**config.mk**
```make
export PLATFORM = sky130hd
export DESIGN_NAME = pms_top
export DESIGN_NICKNAME = d
export VERILOG_FILES = /design/src/pms_pkg.sv /design/src/pms_clk_div.sv /design/src/pms_wake_timer.sv /design/src/pms_top.sv
export VERILOG_INCLUDE_DIRS = /design/src /design/src/src
export SDC_FILE = /design/constraint.sdc
export NUM_CORES = 1
export LEC_CHECK = 0
export BUFFER_PORTS_ARGS = -buffer_cell sky130_fd_sc_hd__buf_2
export CAP_MARGIN = 20
export CORE_AREA = 4 4 145 77
export CTS_BUF_LIST = sky130_fd_sc_hd__clkbuf_4 sky130_fd_sc_hd__clkbuf_8
export DETAILED_ROUTE_END_ITERATION = 16
export DIE_AREA = 0 0 149 81
export GPL_ROUTABILITY_DRIVEN = 1
export PLACE_DENSITY_LB_ADDON = 0.15
export SYNTH_ARGS = -nofsm -noshare
export SYNTH_HDL_FRONTEND = slang
export SYNTH_SLANG_ARGS = --single-unit
```
**constraint.sdc**
```tcl
create_clock -name i_core_clk -period 3.2 [get_ports i_core_clk]
set_input_delay 0.48 -clock i_core_clk [delete_from_list [all_inputs] [get_ports i_core_clk]]
set_output_delay 0.48 -clock i_core_clk [all_outputs]
set_load 0.01 [all_outputs]
```
**src/pms_map.svh**
```systemverilog
// register map, field positions, reset values and timing counts
// assumes a 50 MHz core clock and word addressing on the register bus
//
// Overview of operation
// - brownout resets the processor by default; an option turns it into an interrupt
// - software switches brownout detection on or off; off means no reset or interrupt
// - when enabled, brownout condition follows the supply-below-trip report both ways
// - power-on flag sets at initial power-up and stays until software clears it
// - software can enter Idle, Power-down or Total Power-down
// - Idle halts the processor clock only; enabled interrupt or reset resumes it
// - cpu clock is the oscillator clock divided by a setting, up to 510
// - divider setting may change anytime; new ratio applies without any stall
// - Power-down stops the main oscillator, so cpu and derived clocks cease
// - Power-down ends on any reset or on a masked subset of enabled interrupts
// - brownout, watchdog, comparator and system timer keep running in Power-down
// - the comparator has its own power-down control, apart from the modes
// - RC oscillator stops in power-down unless it clocks the system and timer runs
// - Total Power-down is Power-down plus brownout detector and comparators off
// - power-on reset sets power-on and brownout flags, clears all other flags
// - an enabled keypad interrupt wakes the processor from Idle or Power-down
// - on wake-up from Power-down a timer holds the cpu clock until the source is stable
`ifndef PMS_MAP_SVH
`define PMS_MAP_SVH

// word indices; byte address is four times the index
`define PMS_OFF_CTRL        3'h0
`define PMS_OFF_DIV         3'h1
`define PMS_OFF_RESET_SOURCE_REGISTER      3'h2
`define PMS_OFF_STATUS      3'h3
`define PMS_OFF_WAKEMASK    3'h4

// reset values
`define PMS_CTRL_RESET      3'h1
`define PMS_DIV_RESET       8'h00
`define PMS_WAKEMASK_RESET  8'hFF
`define PMS_RESET_SOURCE_REGISTER_RESET    5'h03

// control field positions
`define PMS_CTRL_MODE_LO    4
`define PMS_CTRL_MODE_HI    5
`define PMS_REQ_IDLE        2'h1
`define PMS_REQ_PD          2'h2
`define PMS_REQ_TPD         2'h3

// reset source flag positions
`define PMS_FLAG_POF        0
`define PMS_FLAG_BOF        1

// wake-up stabilisation time
`define PMS_CLK_PERIOD_NS   20
`define PMS_WAKE_TIME_NS    2000
`define PMS_WAKE_CYCLES \
	((`PMS_WAKE_TIME_NS + `PMS_CLK_PERIOD_NS - 1) / `PMS_CLK_PERIOD_NS)

`endif

```
**src/pms_pkg.sv**
```systemverilog
// types shared by the power mode and supply monitor block
// assumes nothing beyond a SystemVerilog elaborator
package pms_pkg;

	// power states, one-hot
	typedef enum logic [4:0]
	{
		PMS_RUN  = 5'h01,
		PMS_IDLE = 5'h02,
		PMS_PD   = 5'h04,
		PMS_TPD  = 5'h08,
		PMS_WAKE = 5'h10
	} pms_state_type;

	// software control bits
	typedef struct packed
	{
		logic cmp_pd;
		logic bod_irq_mode;
		logic bod_en;
	} pms_ctrl_type;

	// reset source flags, bit order is the register layout
	typedef struct packed
	{
		logic sw;
		logic wdt;
		logic ext;
		logic brownout_flag;
		logic power_on_flag;
	} pms_flags_type;

	// non-power-on reset sources arriving as pulses
	typedef struct packed
	{
		logic sw;
		logic wdt;
		logic ext;
	} pms_rst_src_type;

endpackage : pms_pkg

```
**src/pms_clk_div.sv**
```systemverilog
// cpu clock enable divider
// assumes setting n divides by 2n, and n of zero divides by one
module pms_clk_div
	import pms_pkg::*;
#(
	parameter int DIV_W = 8
)
(
	input  wire logic             i_core_clk,
	input  wire logic             i_reset,
	input  wire logic [DIV_W-1:0] i_setting,
	input  wire logic             i_run,
	output logic                  o_tick
);

	logic [DIV_W:0] count_reg;
	logic [DIV_W:0] count_next;
	logic [DIV_W:0] last_cnt;
	logic           tick_reg;
	logic           tick_next;

	// compare with >= so a smaller setting never waits for a wrap
	always_comb
	begin
		if (i_setting == '0)
			last_cnt = '0;
		else
			last_cnt = {i_setting, 1'b0} - 1'b1;
		tick_next = i_run && (count_reg >= last_cnt);
		if (!i_run || count_reg >= last_cnt)
			count_next = '0;
		else
			count_next = count_reg + 1'b1;
	end

	always_ff @(posedge i_core_clk)
	begin
		if (i_reset)
		begin
			count_reg <= '0;
			tick_reg  <= 1'b0;
		end
		else
		begin
			count_reg <= count_next;
			tick_reg  <= tick_next;
		end
	end

	assign o_tick = tick_reg;

endmodule // pms_clk_div

```
**src/pms_wake_timer.sv**
```systemverilog
// wake-up hold-off timer
// assumes i_start is a one-cycle pulse; o_done pulses once after CYCLES
module pms_wake_timer
	import pms_pkg::*;
#(
	parameter int CYCLES = 100
)
(
	input  wire logic i_core_clk,
	input  wire logic i_reset,
	input  wire logic i_start,
	output logic      o_done
);

	localparam int CW = $clog2(CYCLES + 1);

	logic [CW-1:0] count_reg;
	logic [CW-1:0] count_next;
	logic          done_reg;
	logic          done_next;

	// count down; done on the final count
	always_comb
	begin
		count_next = count_reg;
		done_next  = 1'b0;
		if (i_start)
			count_next = CW'(CYCLES);
		else if (count_reg != '0)
		begin
			count_next = count_reg - 1'b1;
			done_next  = (count_reg == CW'(1));
		end
	end

	always_ff @(posedge i_core_clk)
	begin
		if (i_reset)
		begin
			count_reg <= '0;
			done_reg  <= 1'b0;
		end
		else
		begin
			count_reg <= count_next;
			done_reg  <= done_next;
		end
	end

	assign o_done = done_reg;

endmodule // pms_wake_timer

```
**src/pms_top.sv**
```systemverilog
// power mode control and supply monitor, Avalon-MM register slave
// assumes i_reset is the power-on reset; other resets arrive as pulses
// on i_rst_src; interrupt and supply inputs are synchronous to the clock
//
// Decided for this implementation: the address map and the Avalon-MM slave port.
`include "pms_map.svh"

module pms_top
	import pms_pkg::*;
#(
	parameter int IRQ_W       = 8,
	parameter int DIV_W       = 8,
	parameter int WAKE_CYCLES = `PMS_WAKE_CYCLES
)
(
	input  wire logic             i_core_clk,
	input  wire logic             i_reset,
	// register bus
	input  wire logic [2:0]       i_avs_address,
	input  wire logic             i_avs_read,
	input  wire logic             i_avs_write,
	input  wire logic [31:0]      i_avs_writedata,
	input  wire logic [3:0]       i_avs_byteenable,
	output logic      [31:0]      o_avs_readdata,
	output logic                  o_avs_waitrequest,
	// system inputs
	input  wire logic             i_supply_low,
	input  wire pms_rst_src_type  i_rst_src,
	input  wire logic [IRQ_W-1:0] i_irq_enabled,
	input  wire logic             i_keypad_irq,
	input  wire logic             i_rc_selected,
	input  wire logic             i_rtc_enabled,
	// controls out
	output logic                  o_cpu_clk_en,
	output logic                  o_periph_clk_en,
	output logic                  o_osc_enable,
	output logic                  o_rc_osc_enable,
	output logic                  o_bod_enable,
	output logic                  o_cmp_enable,
	output logic                  o_brownout_reset,
	output logic                  o_brownout_irq,
	output pms_state_type         o_power_state
);

	// refuse sizes the map cannot hold
	if (DIV_W < 1 || DIV_W > 8)
		$error("pms_top: DIV_W must be 1..8");
	if (IRQ_W < 1 || IRQ_W > 8)
		$error("pms_top: IRQ_W must be 1..8");
	if (WAKE_CYCLES < 1)
		$error("pms_top: WAKE_CYCLES must be at least 1");

	// address decode shared by read and write paths
	function automatic logic addr_is(input logic [2:0] a,
		input logic [2:0] off);
		addr_is = (a == off);
	endfunction

	// bus state
	logic                 wait_reg;
	logic                 wait_next;
	logic [31:0]          rdata_reg;
	logic [31:0]          rdata_next;
	logic [31:0]          rd_mux;
	logic                 bus_go;
	logic                 wr_en;

	// register state
	pms_ctrl_type         ctrl_reg;
	pms_ctrl_type         ctrl_next;
	logic [DIV_W-1:0]     div_reg;
	logic [DIV_W-1:0]     div_next;
	logic [IRQ_W-1:0]     mask_reg;
	logic [IRQ_W-1:0]     mask_next;
	pms_flags_type        flags_reg;
	pms_flags_type        flags_next;
	pms_flags_type        flags_set;

	// brownout state
	logic                 bod_on;
	logic                 cond_reg;
	logic                 cond_next;
	logic                 bor_reg;
	logic                 bor_next;
	logic                 boi_reg;
	logic                 boi_next;

	// mode state
	pms_state_type        state_reg;
	pms_state_type        state_next;
	logic [1:0]           mode_req;
	logic                 reset_any;
	logic                 wake_idle;
	logic                 wake_pd;
	logic                 wake_start;
	logic                 wake_done;

	// output flops
	logic                 osc_reg;
	logic                 osc_next;
	logic                 rc_reg;
	logic                 rc_next;
	logic                 cmp_reg;
	logic                 cmp_next;
	logic                 run_reg;
	logic                 run_next;
	logic                 bod_on_q;

	// bus handshake: one wait state, then the access completes
	always_comb
	begin
		bus_go = (i_avs_read || i_avs_write) && !wait_reg;
		wr_en  = i_avs_write && !wait_reg && i_avs_byteenable[0];
		if ((i_avs_read || i_avs_write) && wait_reg)
			wait_next = 1'b0;
		else
			wait_next = 1'b1;
	end

	// read mux; unmapped words read as zero
	always_comb
	begin
		rd_mux = 32'h0000_0000;
		if (addr_is(i_avs_address, `PMS_OFF_CTRL))
			rd_mux[2:0] = ctrl_reg;
		else if (addr_is(i_avs_address, `PMS_OFF_DIV))
			rd_mux[DIV_W-1:0] = div_reg;
		else if (addr_is(i_avs_address, `PMS_OFF_RESET_SOURCE_REGISTER))
			rd_mux[4:0] = flags_reg;
		else if (addr_is(i_avs_address, `PMS_OFF_STATUS))
			rd_mux[7:0] = {rc_reg, osc_reg, cond_reg, state_reg};
		else if (addr_is(i_avs_address, `PMS_OFF_WAKEMASK))
			rd_mux[IRQ_W-1:0] = mask_reg;
		// data is latched while waiting so it stands at the done edge
		if ((i_avs_read || i_avs_write) && wait_reg)
			rdata_next = rd_mux;
		else
			rdata_next = rdata_reg;
	end

	// control, divider and wake mask writes
	always_comb
	begin
		ctrl_next = ctrl_reg;
		div_next  = div_reg;
		mask_next = mask_reg;
		mode_req  = 2'h0;
		if (wr_en && addr_is(i_avs_address, `PMS_OFF_CTRL))
		begin
			ctrl_next = i_avs_writedata[2:0];
			mode_req  = i_avs_writedata[`PMS_CTRL_MODE_HI:
				`PMS_CTRL_MODE_LO];
		end
		if (wr_en && addr_is(i_avs_address, `PMS_OFF_DIV))
			div_next = i_avs_writedata[DIV_W-1:0];
		if (wr_en && addr_is(i_avs_address, `PMS_OFF_WAKEMASK))
			mask_next = i_avs_writedata[IRQ_W-1:0];
	end

	// brownout detector; dead when disabled or in total power-down
	always_comb
	begin
		bod_on    = ctrl_reg.bod_en && (state_reg != PMS_TPD);
		cond_next = bod_on && i_supply_low;
		bor_next  = cond_next && !ctrl_reg.bod_irq_mode;
		boi_next  = cond_next && ctrl_reg.bod_irq_mode;
	end

	// reset source flags; a set in the same cycle beats a clear
	always_comb
	begin
		flags_set     = '0;
		flags_set.brownout_flag = bor_next && !bor_reg;
		flags_set.ext = i_rst_src.ext;
		flags_set.wdt = i_rst_src.wdt;
		flags_set.sw  = i_rst_src.sw;
		flags_next    = flags_reg;
		if (wr_en && addr_is(i_avs_address, `PMS_OFF_RESET_SOURCE_REGISTER))
			flags_next = flags_reg & i_avs_writedata[4:0];
		flags_next = flags_next | flags_set;
	end

	// wake sources
	always_comb
	begin
		reset_any = (|i_rst_src) || bor_reg;
		wake_idle = (|i_irq_enabled) || i_keypad_irq || boi_reg
			|| reset_any;
		wake_pd   = (|(i_irq_enabled & mask_reg)) || i_keypad_irq
			|| reset_any;
	end

	// power mode sequencer
	always_comb
	begin
		state_next = state_reg;
		wake_start = 1'b0;
		unique case (state_reg)
			PMS_RUN:
			begin
				// a pending wake cancels the entry request
				if (!wake_idle)
				begin
					if (mode_req == `PMS_REQ_IDLE)
						state_next = PMS_IDLE;
					else if (mode_req == `PMS_REQ_PD)
						state_next = PMS_PD;
					else if (mode_req == `PMS_REQ_TPD)
						state_next = PMS_TPD;
				end
			end
			PMS_IDLE:
			begin
				// oscillator never stopped, so no hold-off
				if (wake_idle)
					state_next = PMS_RUN;
			end
			PMS_PD, PMS_TPD:
			begin
				if (wake_pd)
				begin
					state_next = PMS_WAKE;
					wake_start = 1'b1;
				end
			end
			PMS_WAKE:
			begin
				if (wake_done)
					state_next = PMS_RUN;
			end
		endcase
	end

	// clock and analog enables follow the next state
	always_comb
	begin
		osc_next = (state_next != PMS_PD) && (state_next != PMS_TPD);
		// rc keeps running in power-down only when it feeds a live system timer
		rc_next  = osc_next || (i_rc_selected && i_rtc_enabled);
		cmp_next = !ctrl_reg.cmp_pd && (state_next != PMS_TPD);
		run_next = (state_next == PMS_RUN);
	end

	// register all state
	always_ff @(posedge i_core_clk)
	begin
		if (i_reset)
		begin
			wait_reg  <= 1'b1;
			rdata_reg <= 32'h0000_0000;
			ctrl_reg  <= `PMS_CTRL_RESET;
			div_reg   <= DIV_W'(`PMS_DIV_RESET);
			mask_reg  <= IRQ_W'(`PMS_WAKEMASK_RESET);
			flags_reg <= pms_flags_type'(`PMS_RESET_SOURCE_REGISTER_RESET);
			cond_reg  <= 1'b0;
			bor_reg   <= 1'b0;
			boi_reg   <= 1'b0;
			state_reg <= PMS_RUN;
			osc_reg   <= 1'b1;
			rc_reg    <= 1'b1;
			cmp_reg   <= 1'b1;
			run_reg   <= 1'b1;
		end
		else
		begin
			wait_reg  <= wait_next;
			rdata_reg <= rdata_next;
			ctrl_reg  <= ctrl_next;
			div_reg   <= div_next;
			mask_reg  <= mask_next;
			flags_reg <= flags_next;
			cond_reg  <= cond_next;
			bor_reg   <= bor_next;
			boi_reg   <= boi_next;
			state_reg <= state_next;
			osc_reg   <= osc_next;
			rc_reg    <= rc_next;
			cmp_reg   <= cmp_next;
			run_reg   <= run_next;
		end
	end

	// divided cpu clock enable; held low outside run
	pms_clk_div #(
		.DIV_W (DIV_W)
	) u_div (
		.i_core_clk (i_core_clk),
		.i_reset    (i_reset),
		.i_setting  (div_reg),
		.i_run      (run_reg),
		.o_tick     (o_cpu_clk_en)
	);

	// stabilisation hold-off after power-down
	pms_wake_timer #(
		.CYCLES (WAKE_CYCLES)
	) u_wake (
		.i_core_clk (i_core_clk),
		.i_reset    (i_reset),
		.i_start    (wake_start),
		.o_done     (wake_done)
	);

	// all outputs straight from flops
	assign o_avs_readdata    = rdata_reg;
	assign o_avs_waitrequest = wait_reg;
	assign o_periph_clk_en   = osc_reg;
	assign o_osc_enable      = osc_reg;
	assign o_rc_osc_enable   = rc_reg;
	assign o_bod_enable      = bod_on_q;
	assign o_cmp_enable      = cmp_reg;
	assign o_brownout_reset  = bor_reg;
	assign o_brownout_irq    = boi_reg;
	assign o_power_state     = state_reg;

	// registered copy of the detector enable for the output
	always_ff @(posedge i_core_clk)
	begin
		if (i_reset)
			bod_on_q <= 1'b1;
		else
			bod_on_q <= bod_on;
	end

endmodule // pms_top

```
-- Word level (Yosys, flattened, before mapping)
Index checks and enable logic that the tools add are counted.
- bits in registers: 64
- bits of input ports: 58
- output and inout port bits: 46
- word-level logic and storage cells: 115
- add/subtract/negate cells: 3
- order comparisons: 1
- eq/ne operators: 17
- mux-type cells: 23
- bitwise operators: 4
- reductions and logical operators: 41
- operator list (operator ; count):
    5-bit two-way mux ; 10
    8-bit two-way mux ; 3
    5-bit one-hot mux with 4 select lines ; 1
    1-bit logical AND ; 16
    8-bit OR reduction ; 2
    7-bit two-way mux ; 2
    5-bit by 1-bit equality test with 1-bit output (second input constant) ; 2
    5-bit by 4-bit != test with 1-bit output (second input constant) ; 2
    9-bit by 1-bit adder with 9-bit output (second input constant) ; 1
    9-bit >= comparator ; 1
    1-bit logical OR ; 9
    9-bit two-way mux ; 1
    9-bit by 1-bit subtractor with 9-bit output (second input constant) ; 1
    8-bit AND ; 1
    8-bit zero test ; 1
    7-bit by 1-bit equality test with 1-bit output (second input constant) ; 1
    7-bit nonzero test ; 1
    7-bit by 1-bit subtractor with 7-bit output (second input constant) ; 1
    3-bit by 2-bit equality test with 1-bit output (second input constant) ; 2
    3-bit two-way mux ; 2
    2-bit OR reduction ; 3
    3-bit OR reduction ; 2
    5-bit AND ; 1
    5-bit by 2-bit equality test with 1-bit output (second input constant) ; 1
    other kinds (15) ; 22

-- Longest topological paths before layout
Gate-level depths: netlist of the first run.
- depth after elaboration: 14
- gate-level depth with buffers: 13
- mapped depth without buffers: 12

-- Modules after synthesis
From an unflattened synthesis of the first run, not the netlist that was laid out.
- cell total of the unflattened synthesis: 401
- area total of the unflattened synthesis: 3514.6 µm²
- by module, submodules not included (module ; instances ; cells an instance ; area each (µm²) ; sequential area each (µm²)):
    pms_top ; 1 ; 268 ; 2362.3 ; 920.9
    pms_clk_div ; 1 ; 90 ; 764.5 ; 200.2
    pms_wake_timer ; 1 ; 43 ; 387.9 ; 160.2

-- Least setup slack after synthesis of the first run
Ideal clock, no wire load.
- kind: register -> register
- start: reg div_reg[3]
- end: reg u_div.count_reg[2]
- setup time: 65 ps
- arrival: 2782 ps
- required time: 3135 ps
- path slack: 353 ps
- stages on the path, launching flop included: 13
- path buffers: 2
- clock period less this slack: 2847 ps
- cell sequence: dfxtp_1 clkbuf_1 nor4_1 nand3_1 ha_1 nand2b_1 a21o_1 a21o_1 a21o_1 a211o_1 a211o_1 clkbuf_1 nor2_1
- longest elaborated chain between the ends: 5
- elaborated cells between the ends (all ways): 6
- classes of those cells: add/sub (1); order compare (1); mux (1); reduce/logical (3)
- RTL lines (what ; RTL line ; text):
    from (decl) ; pms_top.sv:71 ; logic [DIV_W-1:0] div_reg;
    from (signal assigned) ; pms_top.sv:252 ; div_reg <= DIV_W'(`PMS_DIV_RESET);
    from (signal assigned) ; pms_top.sv:269 ; div_reg <= div_next;
    9-bit by 1-bit subtractor with 9-bit output or 8-bit zero test (tied branches) ; pms_clk_div.sv:28, pms_clk_div.sv:25 ;
    9-bit two-way mux * ; pms_clk_div.sv:25 ; if (i_setting == '0)
    9-bit >= comparator * ; pms_clk_div.sv:30 ; if (!i_run || count_reg >= last_cnt)
    1-bit logical OR * ; pms_clk_div.sv:30 ;
    2-bit OR reduction (no source line) * ; -- ;
    to (signal assigned) ; pms_clk_div.sv:45 ; count_reg <= count_next;
    to (decl) ; pms_clk_div.sv:16 ; logic [DIV_W:0] count_reg;
Mark *: on every way between the ends. The rest lies on a longest branch, timed or not.
A chain may end at the register's enable or synchronous reset.

-- Final worst setup path of the first run
Same ends and word-level chain as after synthesis.

==> results.py, run 1 <==
metrics = {
    "route": {
        "route.detailed.drc": 0,
        "drt_pre_antenna_iters": 5,
        "routed_wirelength_microns": 9770,
        "avgViaCountPerCell": 4.97,
        "detail_route_antenna_nets": 0,
        "wl_per_cell_microns": 16.0,
        "num_vias": 3038,
        "dr.first_iter.drc_count": 256,
    },
    "timing": {
        "slew_violations": 0,
        "max_freq_ghz": 0.349,
        "worst_clock_skew_ns": 0.00963,
        "final.setup.tns_ns": 0,
        "actual_transition_at_the_worst_max_transition_pin_ns": 0.612,
        "grt_setup_unrepaired": "false",
        "final.min_clock_period_ns": 2.86,
        "setup_viol": 0,
        "setup_ws_ns": 0.336,
        "post-route-period-util_pct": 89.5,
        "timing_hold_violations_final": 0,
        "relSlewSlack_pct": 59.1,
    },
    "critical_path": {
        "startpoint_of_the_worst_setup_timing_path": "div_reg[3]$_SDFFE_PP0P_",
        "cpMostUsedCell": "sky130_fd_sc_hd__a21o_1",
        "critPathLaunchType": "flop",
        "critical_path.endpoint_type": "flop",
        "cpMaxStageDelayCell": "sky130_fd_sc_hd__nor4_1",
        "rrSetupSlack_ns": 0.34,
        "worst_path_cell_trace": "nor4_1 -> nand3_1 -> ha_1 -> nand2b_1 -> a21o_1 -> a21o_1 -> a21o_1 -> a211o_1 -> a211o_1 -> nor2_1",
        "critPathMaxStageDelay_ns": 0.41,
        "worst_r2r_startpoint": "div_reg[3]$_SDFFE_PP0P_",
        "critPathKind": "reg -> reg",
        "timing.critical_path.required_ns": 3.47,
        "critical_path_peak_fanout": 9,
        "worst_ep_arrival_ns": 3.14,
    },
    "floorplanning": {
        "core_region_area_sq_mm": 0.00995,
        "dieWidth_microns": 149,
        "die_y_microns": 81,
        "die_ar_sq_mm": 0.0121,
        "num_io_pins": 104,
        "floorplan.initialDensity_pct": 34.4,
        "rows": 26,
    },
    "finish": {
        "antenna_cells": 0,
        "largest_reg_flops": 9,
        "drive_gt1_share_pct": 18.0,
        "flow.area_growth_from_synthesis_pct": 14.6,
        "final_net_count": 539,
    },
    "grt": {
        "first_global_vias": 2730,
        "antenna_found_initial": 0,
        "gr-usage-all-layers_pct": 16.5,
        "grt_overflow": 0,
        "first_pass_grt_wire_length_microns": 15200,
        "maximum_number_of_pins_on_one_net_before_global_route_repair": 19,
    },
    "clock_network": {
        "post_cts_resize_count": 0,
        "path_clk_slew_ns": 0.07,
        "postCtsSetupBuffers": 0,
        "insertion_delay_ns": 0.34,
        "tritoncts_num_sinks": 64,
        "hold_buffers": 0,
        "cts_tree": "yes",
        "cts_root_buf": "sky130_fd_sc_hd__clkbuf_8",
        "clock_path_buffers": 2,
        "cts-htree-levels": 3,
        "cts_made_buffers": 9,
    },
    "worst_hold_path": {
        "holdCritPathClass": "in -> reg",
        "beginning_of_the_worst_hold_path": "i_rc_selected",
    },
    "power_and_ir_drop": {
        "max-vdd-ir-drop_uv": 238,
        "leakage_nw": 1.66,
        "power.density_cell_area_mw_per_mm2": 501,
    },
    "yosys": {
        "syn-mean-instance-area_sq_um": 8.22,
        "synth_top_flop_cell": "sky130_fd_sc_hd__dfxtp_1",
        "syn-cell-area_sq_mm": 0.00342,
        "synth-seq-area-share_pct": 37.5,
        "post_synth_num_cell_types": 57,
        "synth_edf_count": 0,
        "syn_inst": 416,
        "synth-warning-count": 0,
        "synthesized_flop_and_latch_total": 64,
        "synthArstFlopShare_pct": 0,
    },
    "place": {
        "post_placement_worst_setup_slack_ns": 0.331,
        "portBuffers": 52,
        "gpl.final_weighted_congestion": 0.848,
        "dp_hpwl_microns": 7620,
    },
    "run_status": {
        "outcome": "finished, final reports clean",
    },
    "job": {
        "maxCapViolations": 0,
    },
}
[cells in the final DEF (no fill, tap or decap), types with 15 or more instances in the layout]
cell and count:
sky130_fd_sc_hd__nand3_1 33, sky130_fd_sc_hd__a21oi_1 22, sky130_fd_sc_hd__inv_1 15, sky130_fd_sc_hd__dfxtp_1 64
sky130_fd_sc_hd__conb_1 24, sky130_fd_sc_hd__buf_2 52, sky130_fd_sc_hd__nor2_1 39, sky130_fd_sc_hd__nand2_1 52
sky130_fd_sc_hd__o21ai_0 16
[report_power, final]
| group | switching, mW | internal, mW | leakage (nW) |
|---|---|---|---|
| combinational | 0.217 | 0.144 | 1.05 |
| clock | 0.331 | 0.375 | 0.0904 |
| sequential | 0.0485 | 0.848 | 0.522 |
| total | 0.596 | 1.37 | 1.66 |
[synth_stat cells (5+ instances only)]
| cell type | n | share of area (%) |
|---|---|---|
| sky130_fd_sc_hd__xor2_1 | 10 | 2.6 |
| sky130_fd_sc_hd__nor4_1 | 5 | 0.91 |
| sky130_fd_sc_hd__xnor2_1 | 8 | 2.0 |
| sky130_fd_sc_hd__dfxtp_1 | 64 | 37 |
| sky130_fd_sc_hd__nand2_1 | 52 | 5.7 |
| sky130_fd_sc_hd__ha_1 | 14 | 5.1 |
| sky130_fd_sc_hd__a22oi_1 | 13 | 2.9 |
| sky130_fd_sc_hd__nor2_1 | 39 | 4.3 |
| sky130_fd_sc_hd__nand3_1 | 33 | 4.8 |
| sky130_fd_sc_hd__a21oi_1 | 22 | 3.2 |
| sky130_fd_sc_hd__o21ai_0 | 16 | 2.3 |
| sky130_fd_sc_hd__buf_4 | 26 | 5.7 |
| sky130_fd_sc_hd__inv_1 | 15 | 1.6 |
| sky130_fd_sc_hd__nor3_1 | 14 | 2.0 |
| sky130_fd_sc_hd__clkbuf_1 | 12 | 1.3 |
| sky130_fd_sc_hd__nand2b_1 | 6 | 1.1 |
[routing by layer]
layer,GRT usage (%),routed length [microns],vias up
li1,-,-,1517
met1,28.2,5650,1412
met2,19.0,3370,100
met3,4.29,697,9
met4,3.74,54,0
met5,0,0,-
[final cells by class]
cell class	count	area, sq um
clock buffers	10	138
clock inverters	5	57.6
fillers	1033	6030
inverters	16	60.1
multi-input cells	318	1900
flip-flops and latches	64	1280
well taps	140	175
repair buffers	58	305
[logic make-up (layout without fill, tap and decap cells)]
family / count (synthesis) / count (layout) / share of synthesized area, %
and+or+nand+nor: 173 / 173 / 24.3
AOI/OAI and AO/OA: 84 / 84 / 17.5
DFF: 64 / 64 / 37.5
buffers and inverters: 57 / 89 / 9.40
xor gates and xnor gates: 18 / 18 / 4.61
adders and majority gates: 14 / 14 / 5.12
muxes: 5 / 5 / 1.54
other: 1 / 24 / 0.110
[through the flow]
step / cell area [sq um] / util [%] / hold WS (ns) / cells / total power [mW]
finish: 3920 / 39.4 / 0.344 / 611 / 1.96
global route: 3920 / 39.4 / 0.356 / 611 / 2.08
CTS: 3920 / 39.4 / 0.334 / 611 / 1.98
detailed placement: 3730 / 37.4 / 0.454 / 596 / 1.27
global placement: 3730 / 37.4 / 0.447 / 596 / 1.26
floorplan: 3510 / - / 0.422 / 439 / 1.18
[final timing paths]
kind | endpoint | cells past startpoint
hold / removal | o_rc_osc_enable$_SDFF_PP1_ | 3
setup reg to reg | u_div.count_reg[2]$_SDFF_PP0_ | 10
hold reg to reg | u_div.o_tick$_SDFF_PP0_ | 2
setup / recovery | u_div.count_reg[2]$_SDFF_PP0_ | 10
[worst max-delay path, delay by kind of cell (launching register included)]
kind	cells	cell delay (ns)
AND/OR/NAND/NOR	4	0.90
flip-flops	1	0.39
adder cells (fa/ha/maj)	1	0.31
AO/OA/AOI/OAI	5	1.21
Note: power is estimated with default switching activity, not from simulation.
==> inputs of run 2 (changes only) <==
--- a/config.mk
+++ b/config.mk
@@ -8,10 +8,10 @@
 export LEC_CHECK = 0
 export BUFFER_PORTS_ARGS = -buffer_cell sky130_fd_sc_hd__buf_2
 export CAP_MARGIN = 20
-export CORE_AREA = 4 4 145 77
+export CORE_AREA = 2 2 143 75
 export CTS_BUF_LIST = sky130_fd_sc_hd__clkbuf_4 sky130_fd_sc_hd__clkbuf_8
 export DETAILED_ROUTE_END_ITERATION = 16
-export DIE_AREA = 0 0 149 81
+export DIE_AREA = 0 0 145 77
 export GPL_ROUTABILITY_DRIVEN = 1
 export PLACE_DENSITY_LB_ADDON = 0.15
 export SYNTH_ARGS = -nofsm -noshare
==> constraint.sdc (replaced) <==
create_clock -name i_core_clk -period 2.6 [get_ports i_core_clk]
set_input_delay 0.39 -clock i_core_clk [delete_from_list [all_inputs] [get_ports i_core_clk]]
set_output_delay 0.39 -clock i_core_clk [all_outputs]
set_load 0.01 [all_outputs]
==> run 2 against run 1 <==
The run now ends with negative setup slack left. Non-clock buffer count rose by 20. Worst hold slack got worse by 0.090 ns. Die area fell by 7.5%. Critical endpoint is now u_div.count_reg[8]$_SDFF_PP0_. Largest cell class unchanged. Highest routed layer unchanged.
==> results.py, run 2 (same netlist as run 1, synthesis figures left out) <==
metrics = {
    "route": {
        "detail_route_antenna_nets": 0,
        "avgViaCountPerCell": 5.07,
        "route.detailed.drc": 0,
        "routed_wirelength_microns": 10100,
        "drt_pre_antenna_iters": 5,
        "dr.first_iter.drc_count": 225,
        "wl_per_cell_microns": 16.0,
        "num_vias": 3210,
    },
    "clock_network": {
        "tritoncts_num_sinks": 64,
        "hold_buffers": 0,
        "clock_path_buffers": 2,
        "cts-htree-levels": 3,
        "insertion_delay_ns": 0.34,
        "path_clk_slew_ns": 0.07,
        "cts_tree": "yes",
        "cts_made_buffers": 9,
        "cts_root_buf": "sky130_fd_sc_hd__clkbuf_8",
    },
    "grt": {
        "grt_overflow": 0,
        "maximum_number_of_pins_on_one_net_before_global_route_repair": 27,
        "antenna_found_initial": 0,
        "gr-usage-all-layers_pct": 18.3,
        "groute.layer.met3.usage_pct": 6.19,
        "first_pass_grt_wire_length_microns": 15700,
        "first_global_vias": 2828,
        "grt_busiest_layer": "met1",
        "met1_layer_usage_reported_by_global_route_pct": 29.7,
        "use_met2_pct": 21.3,
    },
    "critical_path": {
        "critPathLaunchType": "flop",
        "rrSetupSlack_ns": -0.0003,
        "timing.critical_path.required_ns": 2.88,
        "worst_ep_arrival_ns": 2.88,
        "cpMaxStageDelayCell": "sky130_fd_sc_hd__a2111o_1",
        "critPathKind": "reg -> reg",
        "critical_path.endpoint_type": "flop",
        "worst_path_cell_trace": "nor4_4 -> buf_4 -> nand3_4 -> buf_6 -> nand2_4 -> ha_4 -> a2111o_1 -> a211o_1 -> a211o_4 -> nor2_1",
        "critPathMaxStageDelay_ns": 0.47,
        "timing.reg2reg.worst_path_depth": 10,
        "worstReg2RegEnd": "u_div.count_reg[8]$_SDFF_PP0_",
        "critical_path_peak_fanout": 5,
        "worst_r2r_startpoint": "div_reg[4]$_SDFFE_PP0P_",
    },
    "finish": {
        "flow.area_growth_from_synthesis_pct": 23.6,
        "final_net_count": 560,
        "antenna_cells": 0,
        "largest_reg_flops": 9,
        "most_common_cell_after_layout_fill_and_taps_aside": "sky130_fd_sc_hd__dfxtp_1",
        "most-common-layout-cells": "61 x sky130_fd_sc_hd__dfxtp_1, 52 x sky130_fd_sc_hd__buf_2, 51 x sky130_fd_sc_hd__nand2_1",
        "fillCellCount": 1045,
        "drive_gt1_share_pct": 26.2,
    },
    "timing": {
        "setup_viol": 1,
        "worst_clock_skew_ns": 0.00467,
        "relSlewSlack_pct": 56.8,
        "grt_setup_unrepaired": "true",
        "actual_transition_at_the_worst_max_transition_pin_ns": 0.647,
        "final.setup.tns_ns": -0.000254,
        "final.min_clock_period_ns": 2.60,
        "max_freq_ghz": 0.385,
        "timing_hold_violations_final": 0,
        "setup_ws_ns": -0.000254,
        "slew_violations": 0,
        "post-route-period-util_pct": 100,
    },
    "power_and_ir_drop": {
        "leakage_nw": 1.81,
        "power.density_cell_area_mw_per_mm2": 584,
        "max-vdd-ir-drop_uv": 455,
        "p_total_mw": 2.47,
    },
    "place": {
        "portBuffers": 52,
        "dp_hpwl_microns": 7830,
        "gpl.final_weighted_congestion": 0.878,
    },
    "floorplanning": {
        "floorplan.initialDensity_pct": 34.5,
        "num_io_pins": 104,
        "die_ar_sq_mm": 0.0112,
        "die_y_microns": 77,
        "dieWidth_microns": 145,
        "core_region_area_sq_mm": 0.00992,
        "rows": 26,
    },
    "run_status": {
        "outcome": "finished, violations left",
        "violations_in_the_final_reports": "negative setup slack",
    },
    "worst_hold_path": {
        "holdCritPathClass": "in -> reg",
        "worstHoldPathCells": 3,
        "beginning_of_the_worst_hold_path": "i_rtc_enabled",
        "min_to": "o_rc_osc_enable$_SDFF_PP1_",
    },
    "job": {
        "maxCapViolations": 0,
    },
}
-- run 2: cell types whose count changed in the layout (fill, tap and decap cells not counted), moves of 3 or more --
| cell | delta |
|---|---|
| sky130_fd_sc_hd__buf_4 | +19 |
| sky130_fd_sc_hd__clkinvlp_4 | -3 |
| sky130_fd_sc_hd__dfxtp_1 | -3 |
| sky130_fd_sc_hd__dfxtp_2 | +3 |
| sky130_fd_sc_hd__ha_1 | -4 |
| sky130_fd_sc_hd__ha_4 | +3 |
| sky130_fd_sc_hd__nor2_1 | -4 |
| sky130_fd_sc_hd__nor2_2 | +4 |
-- run 2: layout make-up --
cell class	count	area, sq um	area share, %
multi-input cells	319	2040	48.3
clock buffers	13	166	3.93
clock inverters	3	40.0	0.947
flip-flops and latches	64	1280	30.4
inverters	16	60.1	1.42
repair buffers	78	459	10.9
well taps	140	175	4.14
-- run 2: worst max-delay path by stage --
stage / endpoint / slack, ns / cells after the start / startpoint
final: u_div.count_reg[8]$_SDFF_PP0_ / -0.0003 / 10 / div_reg[4]$_SDFFE_PP0P_
after global routing: u_div.count_reg[6]$_SDFF_PP0_ / -0.08 / 10 / div_reg[4]$_SDFFE_PP0P_
after CTS: u_div.count_reg[5]$_SDFF_PP0_ / -0.02 / 10 / div_reg[3]$_SDFFE_PP0P_
after detailed placement: u_div.count_reg[4]$_SDFF_PP0_ / -0.10 / 11 / div_reg[0]$_SDFFE_PP0P_
after global placement: u_div.count_reg[4]$_SDFF_PP0_ / -0.06 / 11 / div_reg[0]$_SDFFE_PP0P_
after floorplan: u_div.count_reg[2]$_SDFF_PP0_ / 0.004 / 11 / div_reg[4]$_SDFFE_PP0P_
-- run 2: stage by stage --
| step | std cells | cell area [sq um] | worst slack (ns) | util (%) | hold WS [ns] |
|---|---|---|---|---|---|
| after floorplan | 439 | 3520 | 0.00444 | - | 0.422 |
| after global placement | 612 | 3860 | -0.0570 | 38.9 | 0.447 |
| after detailed placement | 612 | 3860 | -0.100 | 38.9 | 0.449 |
| after CTS | 633 | 4200 | -0.0238 | 42.4 | 0.238 |
| after global routing | 633 | 4230 | -0.0847 | 42.6 | 0.247 |
| final | 633 | 4230 | -0.000254 | 42.6 | 0.255 |
-- run 2: report_power, final --
group,switching [mW],internal (mW)
sequential,0.0576,1.04
combinational,0.282,0.195
clock,0.376,0.514
-- run 2: metal layers --
metal / up-vias / share of wire, % / wire, microns
met4: 0 / 0.67 / 68
met3: 7 / 8.3 / 842
met5: - / 0 / 0
li1: 1565 / - / -
met1: 1519 / 55 / 5610
met2: 119 / 36 / 3620
-- run 2: worst max-delay path, delay by kind of cell, from the launching register on --
kind / cells / cell delay (ns)
compound gates: 3 / 1.16
buf+inv: 2 / 0.33
flops: 1 / 0.33
fa+ha+maj: 1 / 0.20
simple gates: 4 / 0.52
-- run 2: timing repair --
| action | CTS | global route |
|---|---|---|
| setup endpoints to repair | 9 | 9 |
| setup buffers | 4 | 0 |
| cloned | 1 | 0 |
| resized for setup | 20 | 7 |
| pin swaps | 15 | 6 |
==> inputs of run 3 (changes only) <==
--- a/config.mk
+++ b/config.mk
@@ -8,12 +8,15 @@
 export LEC_CHECK = 0
 export BUFFER_PORTS_ARGS = -buffer_cell sky130_fd_sc_hd__buf_2
 export CAP_MARGIN = 20
+export CELL_PAD_IN_SITES_DETAIL_PLACEMENT = 1
+export CELL_PAD_IN_SITES_GLOBAL_PLACEMENT = 1
 export CORE_AREA = 2 2 143 75
 export CTS_BUF_LIST = sky130_fd_sc_hd__clkbuf_4 sky130_fd_sc_hd__clkbuf_8
 export DETAILED_ROUTE_END_ITERATION = 16
 export DIE_AREA = 0 0 145 77
 export GPL_ROUTABILITY_DRIVEN = 1
 export PLACE_DENSITY_LB_ADDON = 0.15
+export SETUP_SLACK_MARGIN = 0.2
 export SYNTH_ARGS = -nofsm -noshare
 export SYNTH_HDL_FRONTEND = slang
 export SYNTH_SLANG_ARGS = --single-unit
==> run 3 against run 2 <==
Wire length rose by 12%. Via count rose by 1.5%. Sequential power is essentially flat. Largest cell class unchanged. The flow still finishes with violations (negative setup slack). Total power fell by 3.0%. Largest power group unchanged.
==> results.py, run 3 (same netlist as run 1, synthesis figures left out) <==
metrics = {
    "run_status": {
        "outcome": "finished, violations left",
        "violations_in_the_final_reports": "negative setup slack",
    },
    "power_and_ir_drop": {
        "p_total_mw": 2.39,
        "pwr-share-seq_pct": 46.1,
        "internal_power_mw": 1.65,
        "power.density_cell_area_mw_per_mm2": 567,
        "power.net_switching_mw": 0.746,
        "power_frac_comb_pct": 21.0,
        "clock_power_share_pct": 32.9,
        "leakage_nw": 1.80,
        "switching_share_pct": 31.2,
        "max-vdd-ir-drop_uv": 330,
    },
    "finish": {
        "most-common-layout-cells": "60 x sky130_fd_sc_hd__dfxtp_1, 52 x sky130_fd_sc_hd__buf_2, 50 x sky130_fd_sc_hd__nand2_1",
        "fillCellCount": 1212,
        "drive_gt1_share_pct": 26.5,
        "multiInputGateArea_sq_mm": 0.00205,
        "most_common_cell_after_layout_fill_and_taps_aside": "sky130_fd_sc_hd__dfxtp_1",
        "antenna_cells": 0,
        "final_net_count": 562,
        "flow.area_growth_from_synthesis_pct": 23.4,
        "largest_reg_flops": 9,
        "layout.area.seq_sq_mm": 0.00129,
    },
    "floorplanning": {
        "floorplan.initialDensity_pct": 34.5,
        "core_region_area_sq_mm": 0.00992,
        "dieWidth_microns": 145,
        "num_io_pins": 104,
        "die_y_microns": 77,
        "die_ar_sq_mm": 0.0112,
        "rows": 26,
    },
    "timing": {
        "final.setup.tns_ns": -0.469,
        "final.min_clock_period_ns": 2.67,
        "slew_violations": 0,
        "post-route-period-util_pct": 103,
        "setup_ws_ns": -0.0721,
        "worst_clock_skew_ns": 0.00889,
        "actual_transition_at_the_worst_max_transition_pin_ns": 0.652,
        "timing_hold_violations_final": 0,
        "setup_viol": 10,
        "max_freq_ghz": 0.374,
        "grt_setup_unrepaired": "true",
        "relSlewSlack_pct": 56.5,
    },
    "grt": {
        "gr-usage-all-layers_pct": 21.3,
        "first_pass_grt_wire_length_microns": 18300,
        "maximum_number_of_pins_on_one_net_before_global_route_repair": 22,
        "first_global_vias": 3205,
        "antenna_found_initial": 0,
        "grt_overflow": 0,
    },
    "critical_path": {
        "worstReg2RegEnd": "u_div.count_reg[3]$_SDFF_PP0_",
        "worst_ep_arrival_ns": 2.96,
        "critPathLaunchType": "flop",
        "critPathKind": "reg -> reg",
        "critical_path.endpoint_type": "flop",
        "timing.critical_path.required_ns": 2.89,
        "cpMaxStageDelayCell": "sky130_fd_sc_hd__a2111o_1",
        "worst_path_cell_trace": "nor4_4 -> nand3_2 -> buf_6 -> nand2_4 -> ha_4 -> a2111o_1 -> a211o_1 -> a211o_4 -> nor2_2",
        "timing.reg2reg.worst_path_depth": 9,
        "worst_r2r_startpoint": "div_reg[6]$_SDFFE_PP0P_",
        "critical_path_peak_fanout": 7,
        "rrSetupSlack_ns": -0.07,
        "critPathMaxStageDelay_ns": 0.40,
    },
    "route": {
        "drt_pre_antenna_iters": 4,
        "routed_wirelength_microns": 11400,
        "avgViaCountPerCell": 5.14,
        "route.detailed.drc": 0,
        "num_vias": 3259,
        "wl_per_cell_microns": 17.9,
        "detail_route_antenna_nets": 0,
        "dr.first_iter.drc_count": 213,
    },
    "clock_network": {
        "cts_made_buffers": 9,
        "clock_path_buffers": 2,
        "cts_tree": "yes",
        "insertion_delay_ns": 0.35,
        "path_clk_slew_ns": 0.07,
        "cts-htree-levels": 3,
        "tritoncts_num_sinks": 64,
        "cts_root_buf": "sky130_fd_sc_hd__clkbuf_8",
        "hold_buffers": 0,
    },
    "place": {
        "post_placement_worst_setup_slack_ns": -0.167,
        "gpl.final_weighted_congestion": 0.887,
        "dp_hpwl_microns": 8580,
        "portBuffers": 52,
    },
    "worst_hold_path": {
        "min_to": "o_rc_osc_enable$_SDFF_PP1_",
        "beginning_of_the_worst_hold_path": "i_rtc_enabled",
        "worstHoldPathCells": 3,
        "holdCritPathClass": "in -> reg",
    },
    "job": {
        "maxCapViolations": 0,
    },
}
[run 3: cell types whose count changed in the layout (fill, tap and decap cells not counted), sizes merged]
| cell | previous run | this run |
|---|---|---|
| clkbuf | 13 | 12 |
| clkinvlp | 0 | 1 |
| buf | 78 | 80 |
| bufinv | 1 | 0 |
[run 3: cell type report]
class / count / area share [%]
Multi-Input combinational cell: 319 / 48.5
Sequential cell: 64 / 30.5
Timing Repair Buffer: 80 / 11.2
Tap cell: 140 / 4.15
Clock buffer: 12 / 3.76
Inverter: 16 / 1.42
Clock inverter: 3 / 0.415
[run 3: how the worst max path moves through the flow]
stage,startpoint,endpoint,slack (ns),cells past startpoint
global placement,div_reg[0]$_SDFFE_PP0P_,u_div.count_reg[0]$_SDFF_PP0_,-0.08,11
CTS,div_reg[4]$_SDFFE_PP0P_,u_div.count_reg[3]$_SDFF_PP0_,-0.02,10
finish,div_reg[6]$_SDFFE_PP0P_,u_div.count_reg[3]$_SDFF_PP0_,-0.07,9
floorplan,div_reg[6]$_SDFFE_PP0P_,u_div.count_reg[0]$_SDFF_PP0_,0.09,11
global route,div_reg[1]$_SDFFE_PP0P_,u_div.count_reg[7]$_SDFF_PP0_,-0.22,11
detailed placement,div_reg[6]$_SDFFE_PP0P_,u_div.count_reg[7]$_SDFF_PP0_,-0.17,10
[run 3: power by group through the flow]
| stage | sequential [mW] | clock (mW) | combinational [mW] |
|---|---|---|---|
| 2_1_floorplan | 1.11 | 0 | 0.346 |
| 3_3_place_gp | 1.12 | 0 | 0.451 |
| 3_5_place_dp | 1.12 | 0 | 0.467 |
| 4_1_cts | 1.10 | 0.812 | 0.491 |
| 5_1_grt | 1.11 | 0.861 | 0.567 |
| 6_report | 1.10 | 0.787 | 0.504 |
[run 3: worst max-delay path: cells and delay by family, from the launching register on]
| family | cells | cell delay [ns] |
|---|---|---|
| AO/OA/AOI/OAI | 3 | 1.14 |
| AND/OR/NAND/NOR | 4 | 0.74 |
| flip-flops | 1 | 0.35 |
| buffers and inverters | 1 | 0.19 |
| adder cells (fa/ha/maj) | 1 | 0.19 |
[run 3: through the flow]
step / area, sq um / std cells / hold WS (ns) / util, %
after floorplan: 3550 / 439 / 0.422 / -
after global placement: 3900 / 615 / 0.449 / 39.3
after detailed placement: 3900 / 615 / 0.456 / 39.3
after CTS: 4160 / 633 / 0.257 / 41.9
after global routing: 4220 / 634 / 0.265 / 42.5
final: 4220 / 634 / 0.271 / 42.5
[run 3: per-layer routing]
metal	routed length, microns	vias up	GRT usage, %
met3	920	11	6.61
met4	103	0	5.05
met2	4350	108	28.8
li1	-	1564	-
met1	5980	1576	32.3
met5	0	-	0
[run 3: repair_timing]
action | CTS | global route
cloned | 1 | 0
resized for setup | 10 | 13
setup buffers | 2 | 1
pin swaps | 12 | 6
setup endpoints to repair | 9 | 12
